File: config.mk
export PLATFORM = sky130hd
export DESIGN_NAME = rml_led_driver
export DESIGN_NICKNAME = d
export VERILOG_FILES = /design/src/include/rml_pkg.sv /design/src/core/rml_led_driver.sv /design/src/core/rml_blink.sv
export SDC_FILE = /design/constraint.sdc
export NUM_CORES = 1
export LEC_CHECK = 0
export ABC_AREA = 0
export BUFFER_PORTS_ARGS = -buffer_cell sky130_fd_sc_hd__buf_2
export CAP_MARGIN = 15
export CORE_MARGIN = 10
export CORE_UTILIZATION = 48
export DETAILED_ROUTE_END_ITERATION = 10
export PLACE_DENSITY = 0.75
export RECOVER_POWER = 25
export SLEW_MARGIN = 20
export SYNTH_ARGS = -nofsm -noshare
export SYNTH_HDL_FRONTEND = slang
export SYNTH_SLANG_ARGS = --single-unit
File: constraint.sdc
create_clock -name clock -period 2.4 [get_ports clock]
set_input_delay 0.36 -clock clock [delete_from_list [all_inputs] [get_ports clock]]
set_output_delay 0.36 -clock clock [all_outputs]
set_load 0.1 [all_outputs]
File: src/include/rml_pkg.sv
// Purpose: Shared constants and types for the release module lamp driver
// Assumes: 40 MHz clock, AHB-Lite register access, 32-bit data
// Notes:   Timing figures kept in their own units, cycle counts derived
package rml_pkg;

  // ----------------------------------------------------------------------
  // Timing
  // ----------------------------------------------------------------------
  localparam int CLK_PERIOD_NS     = 25;
  localparam int NS_PER_MS         = 1000000;
  localparam int TICK_MS           = 25;
  localparam int TROUBLE_PERIOD_MS = 250;
  localparam int TROUBLE_ON_MS     = 125;
  localparam int ISO_PERIOD_MS     = 1000;
  localparam int ISO_ON_MS         = 50;
  localparam int RELISO_ON_MS      = 950;
  localparam int TICK_CYCLES_DEF   = TICK_MS * NS_PER_MS / CLK_PERIOD_NS;
  localparam int TROUBLE_PER_TICKS = TROUBLE_PERIOD_MS / TICK_MS;
  localparam int TROUBLE_ON_TICKS  = TROUBLE_ON_MS / TICK_MS;
  localparam int ISO_PER_TICKS     = ISO_PERIOD_MS / TICK_MS;
  localparam int ISO_ON_TICKS      = ISO_ON_MS / TICK_MS;
  localparam int RELISO_ON_TICKS   = RELISO_ON_MS / TICK_MS;

  // ----------------------------------------------------------------------
  // Register map
  // ----------------------------------------------------------------------
  localparam logic [31:0] CTRL_OFS     = 32'h0000_0000;
  localparam logic [31:0] STATUS_OFS   = 32'h0000_0004;
  localparam logic [31:0] ADDR_MASK    = 32'h0000_00FF;
  localparam logic [31:0] CTRL_RESET   = 32'h0000_0000;
  localparam int          CTRL_ISO_BIT = 0;
  localparam int          ST_COND_LSB  = 0;
  localparam int          ST_LAMP_LSB  = 8;
  localparam int          ST_MODE_LSB  = 12;

  // ----------------------------------------------------------------------
  // Bus encodings
  // ----------------------------------------------------------------------
  localparam logic [1:0] HTRANS_NONSEQ = 2'h2;
  localparam logic [2:0] HSIZE_WORD    = 3'h2;
  localparam logic       HRESP_OKAY    = 1'h0;

  // ----------------------------------------------------------------------
  // Types
  // ----------------------------------------------------------------------
  typedef enum logic [2:0] {
    RED_OFF, RED_STEADY, RED_TROUBLE, RED_ISOLATE, RED_REL_ISO
  } rml_red_mode_t;

  typedef struct packed {
    logic power_good;
    logic output_active;
    logic local_trouble;
    logic isolate;
    logic malfunction;
  } rml_cond_t;

  typedef struct packed {
    logic green;
    logic red;
    logic amber;
  } rml_lamp_t;

  typedef struct packed {
    logic        hsel;
    logic [31:0] haddr;
    logic [1:0]  htrans;
    logic        hwrite;
    logic [2:0]  hsize;
    logic        hready;
    logic [31:0] hwdata;
  } rml_ahb_req_t;

  typedef struct packed {
    logic [31:0] hrdata;
    logic        hreadyout;
    logic        hresp;
  } rml_ahb_rsp_t;

endpackage : rml_pkg

File: src/core/rml_led_driver.sv
// Purpose: Status lamp driver for an agent release module
// Assumes: Condition inputs synchronous to clock; AHB-Lite single slave
// Notes:   Zero-wait slave; CTRL adds a software isolate request
`timescale 1ns/10ps
module rml_led_driver #(
  parameter int TICK_CYCLES = rml_pkg::TICK_CYCLES_DEF
) (
  // Clock and reset
  input  wire logic          clock,
  input  wire logic          rst,
  // Module conditions
  input  wire rml_pkg::rml_cond_t    cond,
  // Lamps
  output rml_pkg::rml_lamp_t         lamp,
  // Register bus
  input  wire rml_pkg::rml_ahb_req_t ahb_req,
  output rml_pkg::rml_ahb_rsp_t      ahb_rsp
);
  import rml_pkg::*;

  localparam int TW = (TICK_CYCLES > 1) ? $clog2(TICK_CYCLES) : 1;

  // ----------------------------------------------------------------------
  // Blink timebase
  // ----------------------------------------------------------------------
  logic [TW-1:0] div_cnt;
  logic [TW-1:0] next_div_cnt;
  logic          tick;
  logic          next_tick;
  logic          blink_trouble;
  logic          blink_iso;
  logic          blink_reliso;

  always_comb begin
    next_div_cnt = div_cnt + TW'(1);
    next_tick    = 1'b0;
    if (div_cnt == TW'(TICK_CYCLES - 1)) begin
      next_div_cnt = '0;
      next_tick    = 1'b1;
    end
  end

  always_ff @(posedge clock) begin
    if (rst) begin
      div_cnt <= '0;
      tick    <= 1'b0;
    end else begin
      div_cnt <= next_div_cnt;
      tick    <= next_tick;
    end
  end

  // Common tick keeps the two 1 Hz patterns in phase
  rml_blink #(.PERIOD(TROUBLE_PER_TICKS), .ON(TROUBLE_ON_TICKS)) u_trouble (
    .clock (clock),
    .rst   (rst),
    .tick  (tick),
    .level (blink_trouble)
  );

  rml_blink #(.PERIOD(ISO_PER_TICKS), .ON(ISO_ON_TICKS)) u_iso (
    .clock (clock),
    .rst   (rst),
    .tick  (tick),
    .level (blink_iso)
  );

  rml_blink #(.PERIOD(ISO_PER_TICKS), .ON(RELISO_ON_TICKS)) u_reliso (
    .clock (clock),
    .rst   (rst),
    .tick  (tick),
    .level (blink_reliso)
  );

  // ----------------------------------------------------------------------
  // Lamp selection
  // ----------------------------------------------------------------------
  logic          sw_isolate;
  logic          iso_eff;
  rml_red_mode_t red_mode;
  rml_red_mode_t next_red_mode;
  rml_lamp_t     next_lamp;

  assign iso_eff = cond.isolate | sw_isolate;

  always_comb begin
    // Fixed priority among red conditions
    if (cond.output_active && iso_eff) begin
      next_red_mode = RED_REL_ISO;
    end else if (cond.output_active) begin
      next_red_mode = RED_STEADY;
    end else if (iso_eff) begin
      next_red_mode = RED_ISOLATE;
    end else if (cond.local_trouble) begin
      next_red_mode = RED_TROUBLE;
    end else begin
      next_red_mode = RED_OFF;
    end
    next_lamp.green = cond.power_good;
    next_lamp.amber = cond.malfunction;
    unique case (next_red_mode)
      RED_REL_ISO: next_lamp.red = blink_reliso;
      RED_STEADY:  next_lamp.red = 1'b1;
      RED_ISOLATE: next_lamp.red = blink_iso;
      RED_TROUBLE: next_lamp.red = blink_trouble;
      RED_OFF:     next_lamp.red = 1'b0;
    endcase
  end

  always_ff @(posedge clock) begin
    if (rst) begin
      red_mode <= RED_OFF;
      lamp     <= '0;
    end else begin
      red_mode <= next_red_mode;
      lamp     <= next_lamp;
    end
  end

  // ----------------------------------------------------------------------
  // AHB-Lite slave
  // ----------------------------------------------------------------------
  logic        acc;
  logic        wr_pend;
  logic        next_wr_pend;
  logic [31:0] wr_addr;
  logic [31:0] next_wr_addr;
  logic        next_sw_isolate;
  logic        ctrl_now;
  logic [31:0] status_word;
  logic [31:0] next_hrdata;
  logic [31:0] hrdata;

  // Writes of other sizes are ignored: every register is a whole word
  assign acc = ahb_req.hsel && ahb_req.hready
               && ahb_req.htrans == HTRANS_NONSEQ
               && ahb_req.hsize == HSIZE_WORD;

  // Forward a write in its data phase to a read issued right behind it
  assign ctrl_now = (wr_pend && wr_addr == CTRL_OFS)
                    ? ahb_req.hwdata[CTRL_ISO_BIT] : sw_isolate;

  always_comb begin
    status_word = '0;
    status_word[ST_COND_LSB +: 5] = {cond.malfunction, iso_eff,
                                     cond.local_trouble, cond.output_active,
                                     cond.power_good};
    status_word[ST_LAMP_LSB +: 3] = {lamp.amber, lamp.red, lamp.green};
    status_word[ST_MODE_LSB +: 3] = red_mode;
  end

  always_comb begin
    next_wr_pend    = acc && ahb_req.hwrite;
    next_wr_addr    = ahb_req.haddr & ADDR_MASK;
    next_sw_isolate = sw_isolate;
    if (wr_pend && wr_addr == CTRL_OFS) begin
      next_sw_isolate = ahb_req.hwdata[CTRL_ISO_BIT];
    end
    next_hrdata = hrdata;
    if (acc && !ahb_req.hwrite) begin
      // Unmapped addresses read as zero with an OKAY answer
      unique case (ahb_req.haddr & ADDR_MASK)
        CTRL_OFS:   next_hrdata = {31'h0000_0000, ctrl_now};
        STATUS_OFS: next_hrdata = status_word;
        default:    next_hrdata = 32'h0000_0000;
      endcase
    end
  end

  always_ff @(posedge clock) begin
    if (rst) begin
      wr_pend    <= 1'b0;
      wr_addr    <= '0;
      sw_isolate <= CTRL_RESET[CTRL_ISO_BIT];
      hrdata     <= '0;
    end else begin
      wr_pend    <= next_wr_pend;
      wr_addr    <= next_wr_addr;
      sw_isolate <= next_sw_isolate;
      hrdata     <= next_hrdata;
    end
  end

  assign ahb_rsp.hrdata    = hrdata;
  assign ahb_rsp.hreadyout = 1'b1;
  assign ahb_rsp.hresp     = HRESP_OKAY;

  // ----------------------------------------------------------------------
  // Checks
  // ----------------------------------------------------------------------
  AST_GREEN_FOLLOWS_POWER: assert property (
    @(posedge clock) disable iff (rst)
    ##1 lamp.green == $past(cond.power_good))
    else $error("green lamp does not follow power");

  AST_RED_STEADY: assert property (
    @(posedge clock) disable iff (rst)
    (cond.output_active && !iso_eff)[*2] |=> lamp.red && $past(lamp.red))
    else $error("red not steady with output active");

  AST_RED_TROUBLE: assert property (
    @(posedge clock) disable iff (rst)
    (cond.local_trouble && !cond.output_active && !iso_eff)
    |=> lamp.red == $past(blink_trouble))
    else $error("red not on trouble pattern");

  AST_RED_ISOLATE: assert property (
    @(posedge clock) disable iff (rst)
    (iso_eff && !cond.output_active) |=> lamp.red == $past(blink_iso))
    else $error("red not on isolate pattern");

  AST_RED_REL_ISO: assert property (
    @(posedge clock) disable iff (rst)
    (iso_eff && cond.output_active) |=> lamp.red == $past(blink_reliso))
    else $error("red not on release-isolate pattern");

  AST_AMBER: assert property (
    @(posedge clock) disable iff (rst)
    ##1 lamp.amber == $past(cond.malfunction))
    else $error("amber lamp does not follow malfunction");

  AST_TICK_SINGLE: assert property (
    @(posedge clock) disable iff (rst)
    (tick && TICK_CYCLES > 1) |=> !tick)
    else $error("blink tick longer than one cycle");

  AST_PRIORITY: assert property (
    @(posedge clock) disable iff (rst)
    (cond.local_trouble && iso_eff) |=> red_mode != RED_TROUBLE)
    else $error("trouble overrode isolate");

  AST_CTRL_WRITE: assert property (
    @(posedge clock) disable iff (rst)
    (wr_pend && wr_addr == CTRL_OFS)
    |=> sw_isolate == $past(ahb_req.hwdata[CTRL_ISO_BIT]))
    else $error("control write not stored");

  COV_REL_ISO: cover property (
    @(posedge clock) disable iff (rst) red_mode == RED_REL_ISO);
  COV_ISOLATE: cover property (
    @(posedge clock) disable iff (rst) red_mode == RED_ISOLATE);
  COV_TROUBLE_BLINK: cover property (
    @(posedge clock) disable iff (rst)
    red_mode == RED_TROUBLE && $fell(lamp.red));
  COV_SW_ISOLATE: cover property (
    @(posedge clock) disable iff (rst) sw_isolate && !cond.isolate);

endmodule : rml_led_driver

File: src/core/rml_blink.sv
// Purpose: Free-running tick counter giving one blink pattern
// Assumes: tick is a one-cycle strobe from the shared divider
// Notes:   Output is registered and changes only on a tick
`timescale 1ns/10ps
module rml_blink #(
  parameter int PERIOD = 10,
  parameter int ON     = 5
) (
  // Clock and reset
  input  wire logic clock,
  input  wire logic rst,
  // Timebase
  input  wire logic tick,
  // Pattern
  output logic      level
);
  import rml_pkg::*;

  localparam int W = (PERIOD > 1) ? $clog2(PERIOD) : 1;

  logic [W-1:0] cnt;
  logic [W-1:0] next_cnt;
  logic         next_level;

  always_comb begin
    next_cnt = cnt;
    if (tick) begin
      if (cnt == W'(PERIOD - 1)) begin
        next_cnt = '0;
      end else begin
        next_cnt = cnt + W'(1);
      end
    end
    next_level = (next_cnt < W'(ON));
  end

  always_ff @(posedge clock) begin
    if (rst) begin
      cnt   <= '0;
      level <= (ON > 0);
    end else begin
      cnt   <= next_cnt;
      level <= next_level;
    end
  end

  // ----------------------------------------------------------------------
  // Checks
  // ----------------------------------------------------------------------
  AST_BLINK_WRAP_ON: assert property (
    @(posedge clock) disable iff (rst)
    (tick && cnt == W'(PERIOD - 1)) |=> level)
    else $error("blink not lit at period start");

  AST_BLINK_GOES_DARK: assert property (
    @(posedge clock) disable iff (rst)
    (tick && cnt == W'(ON - 1) && ON < PERIOD) |=> !level)
    else $error("blink lit past its on time");

endmodule : rml_blink

; ---- Word level (Yosys, flattened, before mapping)
; Cells that the tools add are included.
[word_totals]
register_bits = 112
inputBits = 79
output_inout_bits = 37
word_cells = 62
[op_classes]
addsub = 4
magnitude_cmp = 3
eq_ne = 11
mux = 14
bitwise_logic = 1
n_reduce_logical = 12
[ops]
columns = operator, count
row1 = zero test 32 bit, 2
row2 = case mux 15 bit (2 select lines), 1
row3 = two-way mux 6 bit, 4
row4 = adder 20 x 1 -> 20 bit (second input constant), 1
row5 = == test 20 bit (second input constant), 1
row6 = adder 6 x 1 -> 6 bit (second input constant), 2
row7 = == test 6 bit (second input constant), 2
row8 = == test 3 x 2 -> 1 bit (second input constant), 3
row9 = == test 8 x 3 -> 1 bit (second input constant), 1
row10 = two-way mux 4 bit, 2
row11 = logical AND 1 bit, 7
row12 = < comparator 6 x 2 -> 1 bit (second input constant), 1
row13 = < comparator 6 bit (second input constant), 1
row14 = two-way mux 2 bit, 3
row15 = case mux 1 bit (5 select lines), 1
row16 = adder 4 x 1 -> 4 bit (second input constant), 1
row17 = == test 4 bit (second input constant), 1
row18 = < comparator 4 x 3 -> 1 bit (second input constant), 1
row19 = == test 3 x 1 -> 1 bit (second input constant), 1
row20 = == test 3 bit (second input constant), 1
row21 = zero test 3 bit, 1
row22 = two-way mux 3 bit, 1
row23 = == test 2 bit (second input constant), 1
row24 = two-way mux 1 bit, 2
row25 = other kinds (3), 3

; ---- Depth between registers and ports, before layout
; Gate-level depths: netlist (run 1).
[depth]
depth_word = 6
mapped_depth = 6
ltp_nobuf = 6

; ---- Modules after synthesis
; A second synthesis (run 1) with hierarchy kept.
[hier_totals]
cells_unflattened = 329
area_unflattened_um2 = 3116.7
[modules_own_cells]
columns = mod, n_inst, cells_per_inst, area_per_inst_um2, seq_area_each_um2
row1 = rml_led_driver, 1, 221, 2135.8, 960.9
row2 = rml_blink at u_iso, 1, 44, 392.9, 140.1
row3 = rml_blink at u_reliso, 1, 38, 356.6, 140.1
row4 = rml_blink at u_trouble, 1, 26, 231.5, 100.1

; ---- Worst setup path after synthesis (run 1)
; Ideal clock, no wire load.
[synth_timing]
path_kind = reg-to-reg
start = reg div_cnt[0]
end = reg div_cnt[18]
setup_ps = 70
t_arrival_ps = 1732
required_ps = 2330
path_slack_ps = 599
stages_incl_launch_ff = 6
n_path_buf = 0
synth_period_minus_slack_ps = 1801
cell_sequence = dfxtp_1 -> ha_1 -> nand2_1 -> or4_4 -> or3_1 -> a21oi_1
[synth_via]
elab_chain_cells = 2
word_cells_on_any_way = 3
classes_between = add/sub: 1 / eq/ne: 1 / reduce/logical: 1
[synth_lines]
columns = element, line_no
row1 = start: declaration, rml_led_driver.sv:26  ; logic [TW-1:0] div_cnt;
row2 = start signal: assignment, rml_led_driver.sv:48  ; div_cnt <= next_div_cnt;
row3 = branches (longest 2 deep; another with adder 20 x 1 -> 20 bit), -
; Parallel ways; which one is timed is not known.
; A chain may end at the register's enable or synchronous reset.

; ---- Worst setup path in the final report (run 1)
; Ends and elaborated chain as after synthesis.

==> results.py, run 1 <==
metrics = {
    "run_status": {
        "status": "finished clean",
    },
    "die": {
        "std_cell_rows": 28,
        "dieArea_um2": 9650,
        "io_pins": 116,
        "initial_core_util": 0.496,
        "die_w_um": 98.2,
        "fp.coreArea_um2": 5920,
        "die_h_um": 98.2,
    },
    "setup_path": {
        "crit_arrival_ps": 2270,
        "critPathCaptureType": "register",
        "start_kind": "register",
        "path_max_fanout": 6,
        "worstPathRequired_ps": 2680,
        "critPathKind": "register to register",
        "cpPeakStageDelay_ps": 570,
        "worstPathCellList": "ha_1 -> nand2_1 -> or4_4 -> or3_1 -> a21oi_1",
        "slowest_stage": "or4_4",
        "timing.rr.start": "div_cnt[0]",
        "worstSetupStartpoint": "div_cnt[0]",
    },
    "synth": {
        "synth_ff_type": "dfxtp_1",
        "ys_ff_latch": 67,
        "yosys.cell_types.count": 47,
        "ys_seq_area_frac": 0.457,
        "synth.avg_cell_area_um2": 9.18,
        "ys_async_sr_fraction": 0,
        "synth_edf_count": 0,
        "netlist_area_um2": 2940,
        "syn_inst": 320,
        "yosys_warnings": 0,
    },
    "drt": {
        "routed_wl_um": 5680,
        "drc": 0,
        "drt-initial-drc-count": 104,
        "wl_per_cell_um": 13.0,
        "num_vias": 2238,
        "ant_nets": 0,
        "vias_per_cell": 5.11,
        "dr.pass1.iters": 4,
    },
    "place": {
        "port_buffers": 37,
        "gp_congestion": 0.793,
        "placed_cell_area_um2": 3100,
        "dp_hpwl_um": 4190,
        "pre_cts_ws_ps": 419,
    },
    "global_route": {
        "grt_usage": 0.120,
        "grt_max_degree": 28,
        "grt_pass1_wl_um": 9720,
        "antenna_found_initial": 0,
        "overflow": 0,
        "grt_pass1_vias": 2253,
    },
    "cts": {
        "clock-root-buffer": "clkbuf_8",
        "cts.htree.levels": 3,
        "cts_buffers": 9,
        "clk_latency_ps": 350,
        "cts_hold_buf": 0,
        "cts_sinks": 67,
        "cts.reportedPaths.clkPinSlew_ps": 80,
        "cts_max_path_buffers": 2,
        "cts_repair_resize_count": 0,
        "cts_tree": "built",
        "post_cts_buffers": 0,
    },
    "timing": {
        "slew_violations": 0,
        "finalCritPeriodShare": 0.831,
        "worst_slack_ps": 405,
        "layout_min_cycle_time_ps": 2000,
        "finalSetupViolations": 0,
        "clock_skew_ps": 9.17,
        "finalHoldViolations": 0,
        "rsz0062_at_grt": "no",
        "worst_pin_slew_ps": 1160,
        "fin_setup_tns_ps": 0,
        "max_freq_mhz": 501,
        "maxSlewHeadroom": 0.229,
    },
    "layout": {
        "layout_common_cells": "dfxtp_1, buf_2, nor2_1, conb_1, nand2_1",
        "layout-drive-gt1-share": 0.168,
        "antennaDiodeCount": 0,
        "num-nets-final": 443,
        "num-fill-cells": 556,
        "areaGrowthSynthToFinish_pct": 13.0,
        "layout_commonest_cell": "dfxtp_1",
        "fin_area_um2": 3320,
    },
    "pwr": {
        "totalPowerFinal_w": 0.00244,
        "power.density_nw_per_um2": 734,
        "leakagePower_nw": 1.31,
        "pwr-share-clk": 0.425,
        "ir_drop_uv": 610,
        "combPwrFrac": 0.108,
        "p_int_w": 0.00175,
        "p_seq_frac": 0.468,
        "switching_share": 0.280,
        "p_sw_w": 0.000682,
    },
    "hold_path": {
        "min_from": "cond[2]",
        "hp-class": "primary input to register",
    },
    "job": {
        "drv_cap": 0,
    },
}
## per-layer routing
layer,track usage,vias to the layer above,share of wire
met5,0,-,0
met2,0.197,50,0.47
met4,0.0419,0,0.0090
li1,-,1159,-
met3,0.0634,5,0.065
met1,0.128,1024,0.46
## cells in the mapped netlist (2+ instances only)
| library cell | count | share of area |
|---|---|---|
| inv_1 | 9 | 0.012 |
| dfxtp_1 | 67 | 0.46 |
| nor2b_1 | 12 | 0.026 |
| nor4_1 | 9 | 0.019 |
| buf_1 | 2 | 0.0026 |
| nand4_1 | 7 | 0.015 |
| nand3_1 | 12 | 0.020 |
| a22o_1 | 11 | 0.033 |
| o21ai_0 | 10 | 0.017 |
| xnor2_1 | 11 | 0.033 |
| ha_1 | 6 | 0.026 |
| xor2_1 | 11 | 0.033 |
| o31ai_1 | 3 | 0.0077 |
| nor4b_1 | 2 | 0.0060 |
| or4_1 | 3 | 0.0077 |
| or3_1 | 6 | 0.013 |
| a211oi_1 | 2 | 0.0051 |
| conb_1 | 2 | 0.0026 |
| buf_4 | 23 | 0.059 |
| nor3_1 | 14 | 0.024 |
| mux2i_1 | 3 | 0.010 |
| o21a_1 | 2 | 0.0051 |
| nand2b_1 | 3 | 0.0064 |
| nand2_1 | 15 | 0.019 |
| nand3b_1 | 2 | 0.0051 |
| a2111oi_0 | 2 | 0.0060 |
| or2_2 | 2 | 0.0043 |
| nor2_1 | 32 | 0.041 |
| a21oi_1 | 12 | 0.020 |
| clkbuf_1 | 6 | 0.0077 |
| buf_2 | 3 | 0.0051 |
## critical path, delay by kind of cell, from the launching register on
family,cells,cell delay [ps]
AND/OR/NAND/NOR,3,1070
AO/OA/AOI/OAI,1,140
adder cells (fa/ha/maj),1,300
flip-flops,1,420
## metrics by stage
step | util | hold WS, ps | std cells
floorplan | - | 420 | 341
global placement | 0.523 | 423 | 422
detailed placement | 0.523 | 430 | 422
CTS | 0.561 | 219 | 438
global route | 0.560 | 218 | 438
finish | 0.560 | 238 | 438
## cell families (layout without fill, tap and decap cells)
| logic type | Yosys count | after routing | synth area share |
|---|---|---|---|
| AND/OR/NAND/NOR | 130 | 130 | 0.245 |
| flip-flops | 67 | 67 | 0.457 |
| AO/OA/AOI/OAI | 47 | 47 | 0.109 |
| buffers and inverters | 43 | 65 | 0.0856 |
| XOR/XNOR | 22 | 22 | 0.0656 |
| adder cells (fa/ha/maj) | 6 | 6 | 0.0256 |
| multiplexers | 3 | 3 | 0.0102 |
| other | 2 | 23 | 0.00256 |
## flip-flops by register name, summed over array words and instances, names as in the netlist
name,cells
u_reliso.level,1
u_iso.cnt,6
tick,1
wr_pend,1
wr_addr,8
div_cnt,20
lamp,3
sw_isolate,1
hrdata,11
u_trouble.level,1
u_iso.level,1
u_reliso.cnt,6
u_trouble.cnt,4
red_mode,3
## final cells by class
class	instances	area, um^2	area share
Clock buffer	9	124	0.0373
Clock inverter	7	100	0.0302
Inverter	9	33.8	0.0102
Multi-Input combinational cell	231	1420	0.429
Sequential cell	67	1340	0.404
Tap cell	75	93.8	0.0283
Timing Repair Buffer	40	203	0.0611
## path summary, 6_finish.rpt
check / endpoint / slack (ps) / cells after the start
max: div_cnt[18] / 400 / 5
min: hrdata[2] / 240 / 2
max reg2reg: div_cnt[18] / 400 / 5
min reg2reg: hrdata[14] / 440 / 1
## power by group through the flow
| stage | clock, W | combinational, W | sequential [W] |
|---|---|---|---|
| after floorplan | 0 | 0.000231 | 0.00119 |
| after global placement | 0 | 0.000259 | 0.00116 |
| after detailed placement | 0 | 0.000261 | 0.00117 |
| after CTS | 0.00106 | 0.000262 | 0.00114 |
| after global routing | 0.00111 | 0.000276 | 0.00114 |
| final | 0.00103 | 0.000262 | 0.00114 |
No activity file was read; power rests on OpenSTA's default activity.
==> inputs of run 2 (changes only) <==
--- a/config.mk
+++ b/config.mk
@@ -5,13 +5,13 @@
 export SDC_FILE = /design/constraint.sdc
 export NUM_CORES = 1
 export LEC_CHECK = 0
-export ABC_AREA = 0
+export ABC_AREA = 1
 export BUFFER_PORTS_ARGS = -buffer_cell sky130_fd_sc_hd__buf_2
 export CAP_MARGIN = 15
 export CORE_MARGIN = 10
-export CORE_UTILIZATION = 48
+export CORE_UTILIZATION = 50
 export DETAILED_ROUTE_END_ITERATION = 10
-export PLACE_DENSITY = 0.75
+export PLACE_DENSITY = 0.76
 export RECOVER_POWER = 25
 export SLEW_MARGIN = 20
 export SYNTH_ARGS = -nofsm -noshare
==> constraint.sdc (replaced) <==
create_clock -name clock -period 1.85 [get_ports clock]
set_input_delay 0.2775 -clock clock [delete_from_list [all_inputs] [get_ports clock]]
set_output_delay 0.2775 -clock clock [all_outputs]
set_load 0.1 [all_outputs]
==> run 2 against run 1 <==
Against the previous run:
- flip-flop and latch count is the same
- final area rose by 8.7%
- critical path type unchanged
- count of clock-buffer cells in the layout stayed put
- clock power rose by 5%
- largest power group unchanged
- hold slack got worse by 86 ps
- wire length increased by 16%
==> results.py, run 2 <==
metrics = {
    "run_status": {
        "status": "finished clean",
    },
    "layout": {
        "layout_common_cells": "nand2_1, nor2_1, dfxtp_1, inv_1, buf_2",
        "largest_register": "div_cnt",
        "reg_top3": "div_cnt (20), hrdata (11), wr_addr (8)",
        "areaGrowthSynthToFinish_pct": 10.7,
        "final_util": 0.568,
        "largest_reg_flops": 20,
        "num-nets-final": 592,
        "layout-drive-gt1-share": 0.143,
        "layout_commonest_cell": "nand2_1",
        "antennaDiodeCount": 0,
    },
    "synth": {
        "yosys.cell_types.count": 34,
        "synth_ff_type": "dfxtp_1",
        "ys_ff_latch": 67,
        "synth.avg_cell_area_um2": 7.02,
        "synth_area_leaders": "dfxtp_1, nand2_1, nor2_1, inv_1, buf_4",
        "netlist_area_um2": 3260,
        "synth_edf_count": 0,
        "synth_common_cells": "nand2_1, nor2_1, dfxtp_1",
        "ys_seq_area_frac": 0.412,
        "yosys_warnings": 0,
        "synth_most_common_cell": "nand2_1",
        "syn_inst": 464,
        "ys_async_sr_fraction": 0,
        "synth_top_area_share": 0.412,
        "synth_top_area_cell": "dfxtp_1",
    },
    "cts": {
        "cts_hold_buf": 0,
        "cts_tree": "built",
        "cts_sinks": 67,
        "cts.htree.levels": 3,
        "clk_latency_ps": 350,
        "post_cts_buffers": 0,
        "cts_repair_resize_count": 0,
        "cts_buffers": 9,
        "cts.reportedPaths.clkPinSlew_ps": 70,
        "cts_max_path_buffers": 2,
        "clock-root-buffer": "clkbuf_8",
    },
    "drt": {
        "drc": 0,
        "num_vias": 2829,
        "wl_per_cell_um": 11.2,
        "vias_per_cell": 4.80,
        "ant_nets": 0,
        "drt-initial-drc-count": 138,
        "dr.pass1.iters": 4,
        "routed_wl_um": 6570,
    },
    "die": {
        "std_cell_rows": 29,
        "fp.coreArea_um2": 6350,
        "io_pins": 116,
        "initial_core_util": 0.513,
        "die_h_um": 101,
        "dieArea_um2": 10100,
        "die_w_um": 101,
    },
    "timing": {
        "worst_pin_slew_ps": 523,
        "max_freq_mhz": 644,
        "rsz0062_at_grt": "no",
        "finalSetupViolations": 0,
        "layout_min_cycle_time_ps": 1550,
        "slew_violations": 0,
        "maxSlewHeadroom": 0.651,
        "whs_ps": 152,
        "clock_skew_ps": 6.59,
        "fin_setup_tns_ps": 0,
        "finalHoldViolations": 0,
        "finalCritPeriodShare": 0.839,
    },
    "place": {
        "port_buffers": 37,
        "gp_congestion": 0.924,
        "dp_hpwl_um": 5030,
    },
    "global_route": {
        "grt_pass1_vias": 2550,
        "grt_pass1_wl_um": 11000,
        "antenna_found_initial": 0,
        "overflow": 0,
        "grt_usage": 0.131,
        "grt_max_degree": 17,
    },
    "hold_path": {
        "hp-class": "primary input to register",
    },
    "pwr": {
        "leakagePower_nw": 1.57,
        "p_int_w": 0.00200,
        "p_sw_w": 0.000912,
        "power.density_nw_per_um2": 807,
        "switching_share": 0.313,
        "pwr-share-clk": 0.371,
        "ir_drop_uv": 508,
        "combPwrFrac": 0.123,
        "p_seq_frac": 0.506,
    },
    "setup_path": {
        "path_max_fanout": 10,
        "critPathKind": "register to register",
        "start_kind": "register",
        "crit_arrival_ps": 1790,
        "worstPathRequired_ps": 2090,
        "critPathCaptureType": "register",
    },
    "job": {
        "drv_cap": 0,
    },
}
run 2: critical path: stages (launching register included):
cell and delay [ps]:
dfxtp_1 410, ha_1 310, nand3_4 130, nor3_1 160, nand3_1 90, nand2_1 80
buf_4 200, a21oi_1 60
run 2: cells by family after synthesis:
family                     count (synthesis)  share of synthesized area
and+or+nand+nor                          247                      0.336
buffers and inverters                     95                      0.141
DFF                                       67                      0.412
AOI/OAI and AO/OA                         37                     0.0591
xor gates and xnor gates                  10                     0.0269
adders and majority gates                  6                     0.0230
other                                      2                    0.00230
run 2: layout make-up:
type,instances,area [um^2]
Clock buffer,9,124
Multi-Input combinational cell,323,1540
Fill cell,611,2740
Inverter,64,240
Sequential cell,67,1340
Timing Repair Buffer,42,215
Clock inverter,7,52.6
Tap cell,77,96.3
run 2: power by group through the flow:
stage	combinational, W	sequential [W]	clock (W)
floorplan	0.000314	0.00154	0
global placement	0.000354	0.00151	0
detailed placement	0.000358	0.00151	0
CTS	0.000359	0.00147	0.00112
global route	0.000380	0.00148	0.00119
finish	0.000357	0.00147	0.00108
run 2: routing by layer:
metal,track usage,up-vias,share of wire
li1,-,1481,-
met1,0.148,1257,0.44
met2,0.216,78,0.46
met3,0.0398,13,0.083
met4,0.0717,0,0.020
met5,0,-,0
run 2: through the flow:
| stage | instance area (um^2) | cells | setup slack, ps | power, W |
|---|---|---|---|---|
| 2_1_floorplan | 3340 | 485 | 472 | 0.00185 |
| 3_3_place_gp | 3440 | 573 | 306 | 0.00186 |
| 3_5_place_dp | 3440 | 573 | 303 | 0.00187 |
| 4_1_cts | 3610 | 589 | 293 | 0.00295 |
| 5_1_grt | 3610 | 589 | 192 | 0.00304 |
| 6_report | 3610 | 589 | 298 | 0.00291 |
run 2: worst paths after layout:
kind | startpoint | to | slack, ps | depth (start not counted)
min | ahb_req[44] | wr_addr[5] | 150 | 3
max | div_cnt[0] | div_cnt[10] | 300 | 7
min reg2reg | hrdata[9] | hrdata[9] | 460 | 2
max reg2reg | div_cnt[0] | div_cnt[10] | 300 | 7
==> inputs of run 3 (changes only) <==
==> constraint.sdc (replaced) <==
create_clock -name clock -period 1.55 [get_ports clock]
set_input_delay 0.2325 -clock clock [delete_from_list [all_inputs] [get_ports clock]]
set_output_delay 0.2325 -clock clock [all_outputs]
set_load 0.1 [all_outputs]
==> run 3 against run 2 <==
Against the previous run:
- final cell count rose by 0.51%
- setup slack got worse by 130 ps
- final area rose by 1.2%
- largest power group unchanged
- wire length rose by 0.91%
- count of clock-buffer cells in the layout did not move
==> results.py, run 3 (same netlist as run 2, synthesis figures left out) <==
metrics = {
    "pwr": {
        "p_int_w": 0.00255,
        "pwr-share-clk": 0.392,
        "leakagePower_nw": 1.61,
        "power.density_nw_per_um2": 988,
        "ir_drop_uv": 617,
        "combPwrFrac": 0.120,
        "p_sw_w": 0.00106,
        "p_seq_frac": 0.488,
        "switching_share": 0.294,
    },
    "die": {
        "initial_core_util": 0.513,
        "io_pins": 116,
        "die_h_um": 101,
        "dieArea_um2": 10100,
        "fp.coreArea_um2": 6350,
        "die_w_um": 101,
        "std_cell_rows": 29,
    },
    "layout": {
        "reg_top3": "div_cnt (20), hrdata (11), wr_addr (8)",
        "antennaDiodeCount": 0,
        "fin_area_um2": 3650,
        "num-fill-cells": 596,
        "layout_commonest_cell": "nand2_1",
        "largest_reg_flops": 20,
        "largest_register": "div_cnt",
        "num-nets-final": 595,
        "layout_common_cells": "nand2_1, nor2_1, dfxtp_1, inv_1, buf_2",
        "layout-drive-gt1-share": 0.151,
        "areaGrowthSynthToFinish_pct": 12.0,
    },
    "drt": {
        "routed_wl_um": 6630,
        "vias_per_cell": 4.80,
        "ant_nets": 0,
        "num_vias": 2841,
        "dr.pass1.iters": 5,
        "drc": 0,
        "wl_per_cell_um": 11.2,
        "drt-initial-drc-count": 109,
    },
    "run_status": {
        "status": "finished clean",
    },
    "global_route": {
        "overflow": 0,
        "grt_usage": 0.134,
        "grt_pass1_vias": 2624,
        "grt_max_degree": 27,
        "grt_pass1_wl_um": 11200,
        "antenna_found_initial": 0,
    },
    "timing": {
        "fin_setup_tns_ps": 0,
        "finalCritPeriodShare": 0.890,
        "clock_skew_ps": 13.1,
        "worst_pin_slew_ps": 536,
        "rsz0062_at_grt": "no",
        "layout_min_cycle_time_ps": 1380,
        "finalSetupViolations": 0,
        "slew_violations": 0,
        "maxSlewHeadroom": 0.642,
        "finalHoldViolations": 0,
        "max_freq_mhz": 725,
    },
    "cts": {
        "cts_repair_resize_count": 0,
        "cts_tree": "built",
        "cts_max_path_buffers": 2,
        "cts_sinks": 67,
        "clock-root-buffer": "clkbuf_8",
        "clk_latency_ps": 350,
        "cts.reportedPaths.clkPinSlew_ps": 70,
        "cts_buffers": 9,
        "cts_hold_buf": 0,
        "post_cts_buffers": 0,
        "cts.htree.levels": 3,
    },
    "setup_path": {
        "worstPathRequired_ps": 1780,
        "crit_arrival_ps": 1610,
        "critPathCaptureType": "register",
        "critPathKind": "register to register",
        "path_max_fanout": 13,
        "start_kind": "register",
    },
    "hold_path": {
        "hp-class": "primary input to register",
    },
    "place": {
        "dp_hpwl_um": 5100,
        "port_buffers": 37,
        "placed_cell_area_um2": 3460,
        "gp_congestion": 0.894,
    },
    "job": {
        "drv_cap": 0,
    },
}
## run 3: path summary, 6_finish.rpt
path	cells past startpoint	from	to	slack, ps
setup / recovery	7	div_cnt[0]	div_cnt[4]	170
hold / removal	3	ahb_req[44]	wr_addr[5]	110
setup reg to reg	7	div_cnt[0]	div_cnt[4]	170
hold reg to reg	2	hrdata[3]	hrdata[3]	460
## run 3: power by group through the flow
stage          combinational [W]  clock (W)  sequential (W)
2_1_floorplan           0.000375          0         0.00184
3_3_place_gp            0.000428          0         0.00180
3_5_place_dp            0.000432          0         0.00180
4_1_cts                 0.000434    0.00145         0.00176
5_1_grt                 0.000458    0.00152         0.00176
6_report                0.000433    0.00141         0.00176
## run 3: critical path, cell delays in order (launching register included)
cell	delay (ps)
dfxtp_1	340
ha_1	220
nand3_4	120
nor3_1	150
nand3_1	90
nand2_1	80
buf_4	210
nor2_1	60
## run 3: metrics by stage
stage                     utilization  power (W)  setup WS (ps)  cells  hold slack [ps]
after floorplan                     -    0.00221            172    485              351
after global placement          0.545    0.00223            181    576              448
after detailed placement        0.545    0.00223            143    576              450
after CTS                       0.575    0.00365            147    592             93.0
after global routing            0.575    0.00374           45.8    592              115
final                           0.575    0.00361            170    592              111
## run 3: layout make-up
| cell class | count | area [um^2] | share of cell area |
|---|---|---|---|
| multi-input cells | 323 | 1540 | 0.421 |
| flip-flops and latches | 67 | 1340 | 0.368 |
| repair buffers | 45 | 241 | 0.0661 |
| inverters | 64 | 240 | 0.0658 |
| clock buffers | 9 | 124 | 0.0339 |
| well taps | 77 | 96.3 | 0.0264 |
| clock inverters | 7 | 68.8 | 0.0188 |
## run 3: layer usage
metal / GRT usage / up-vias / wire length, um
li1: - / 1483 / -
met5: 0 / - / 0
met3: 0.0425 / 16 / 568
met2: 0.222 / 75 / 3040
met4: 0.0739 / 0 / 129
met1: 0.148 / 1267 / 2890
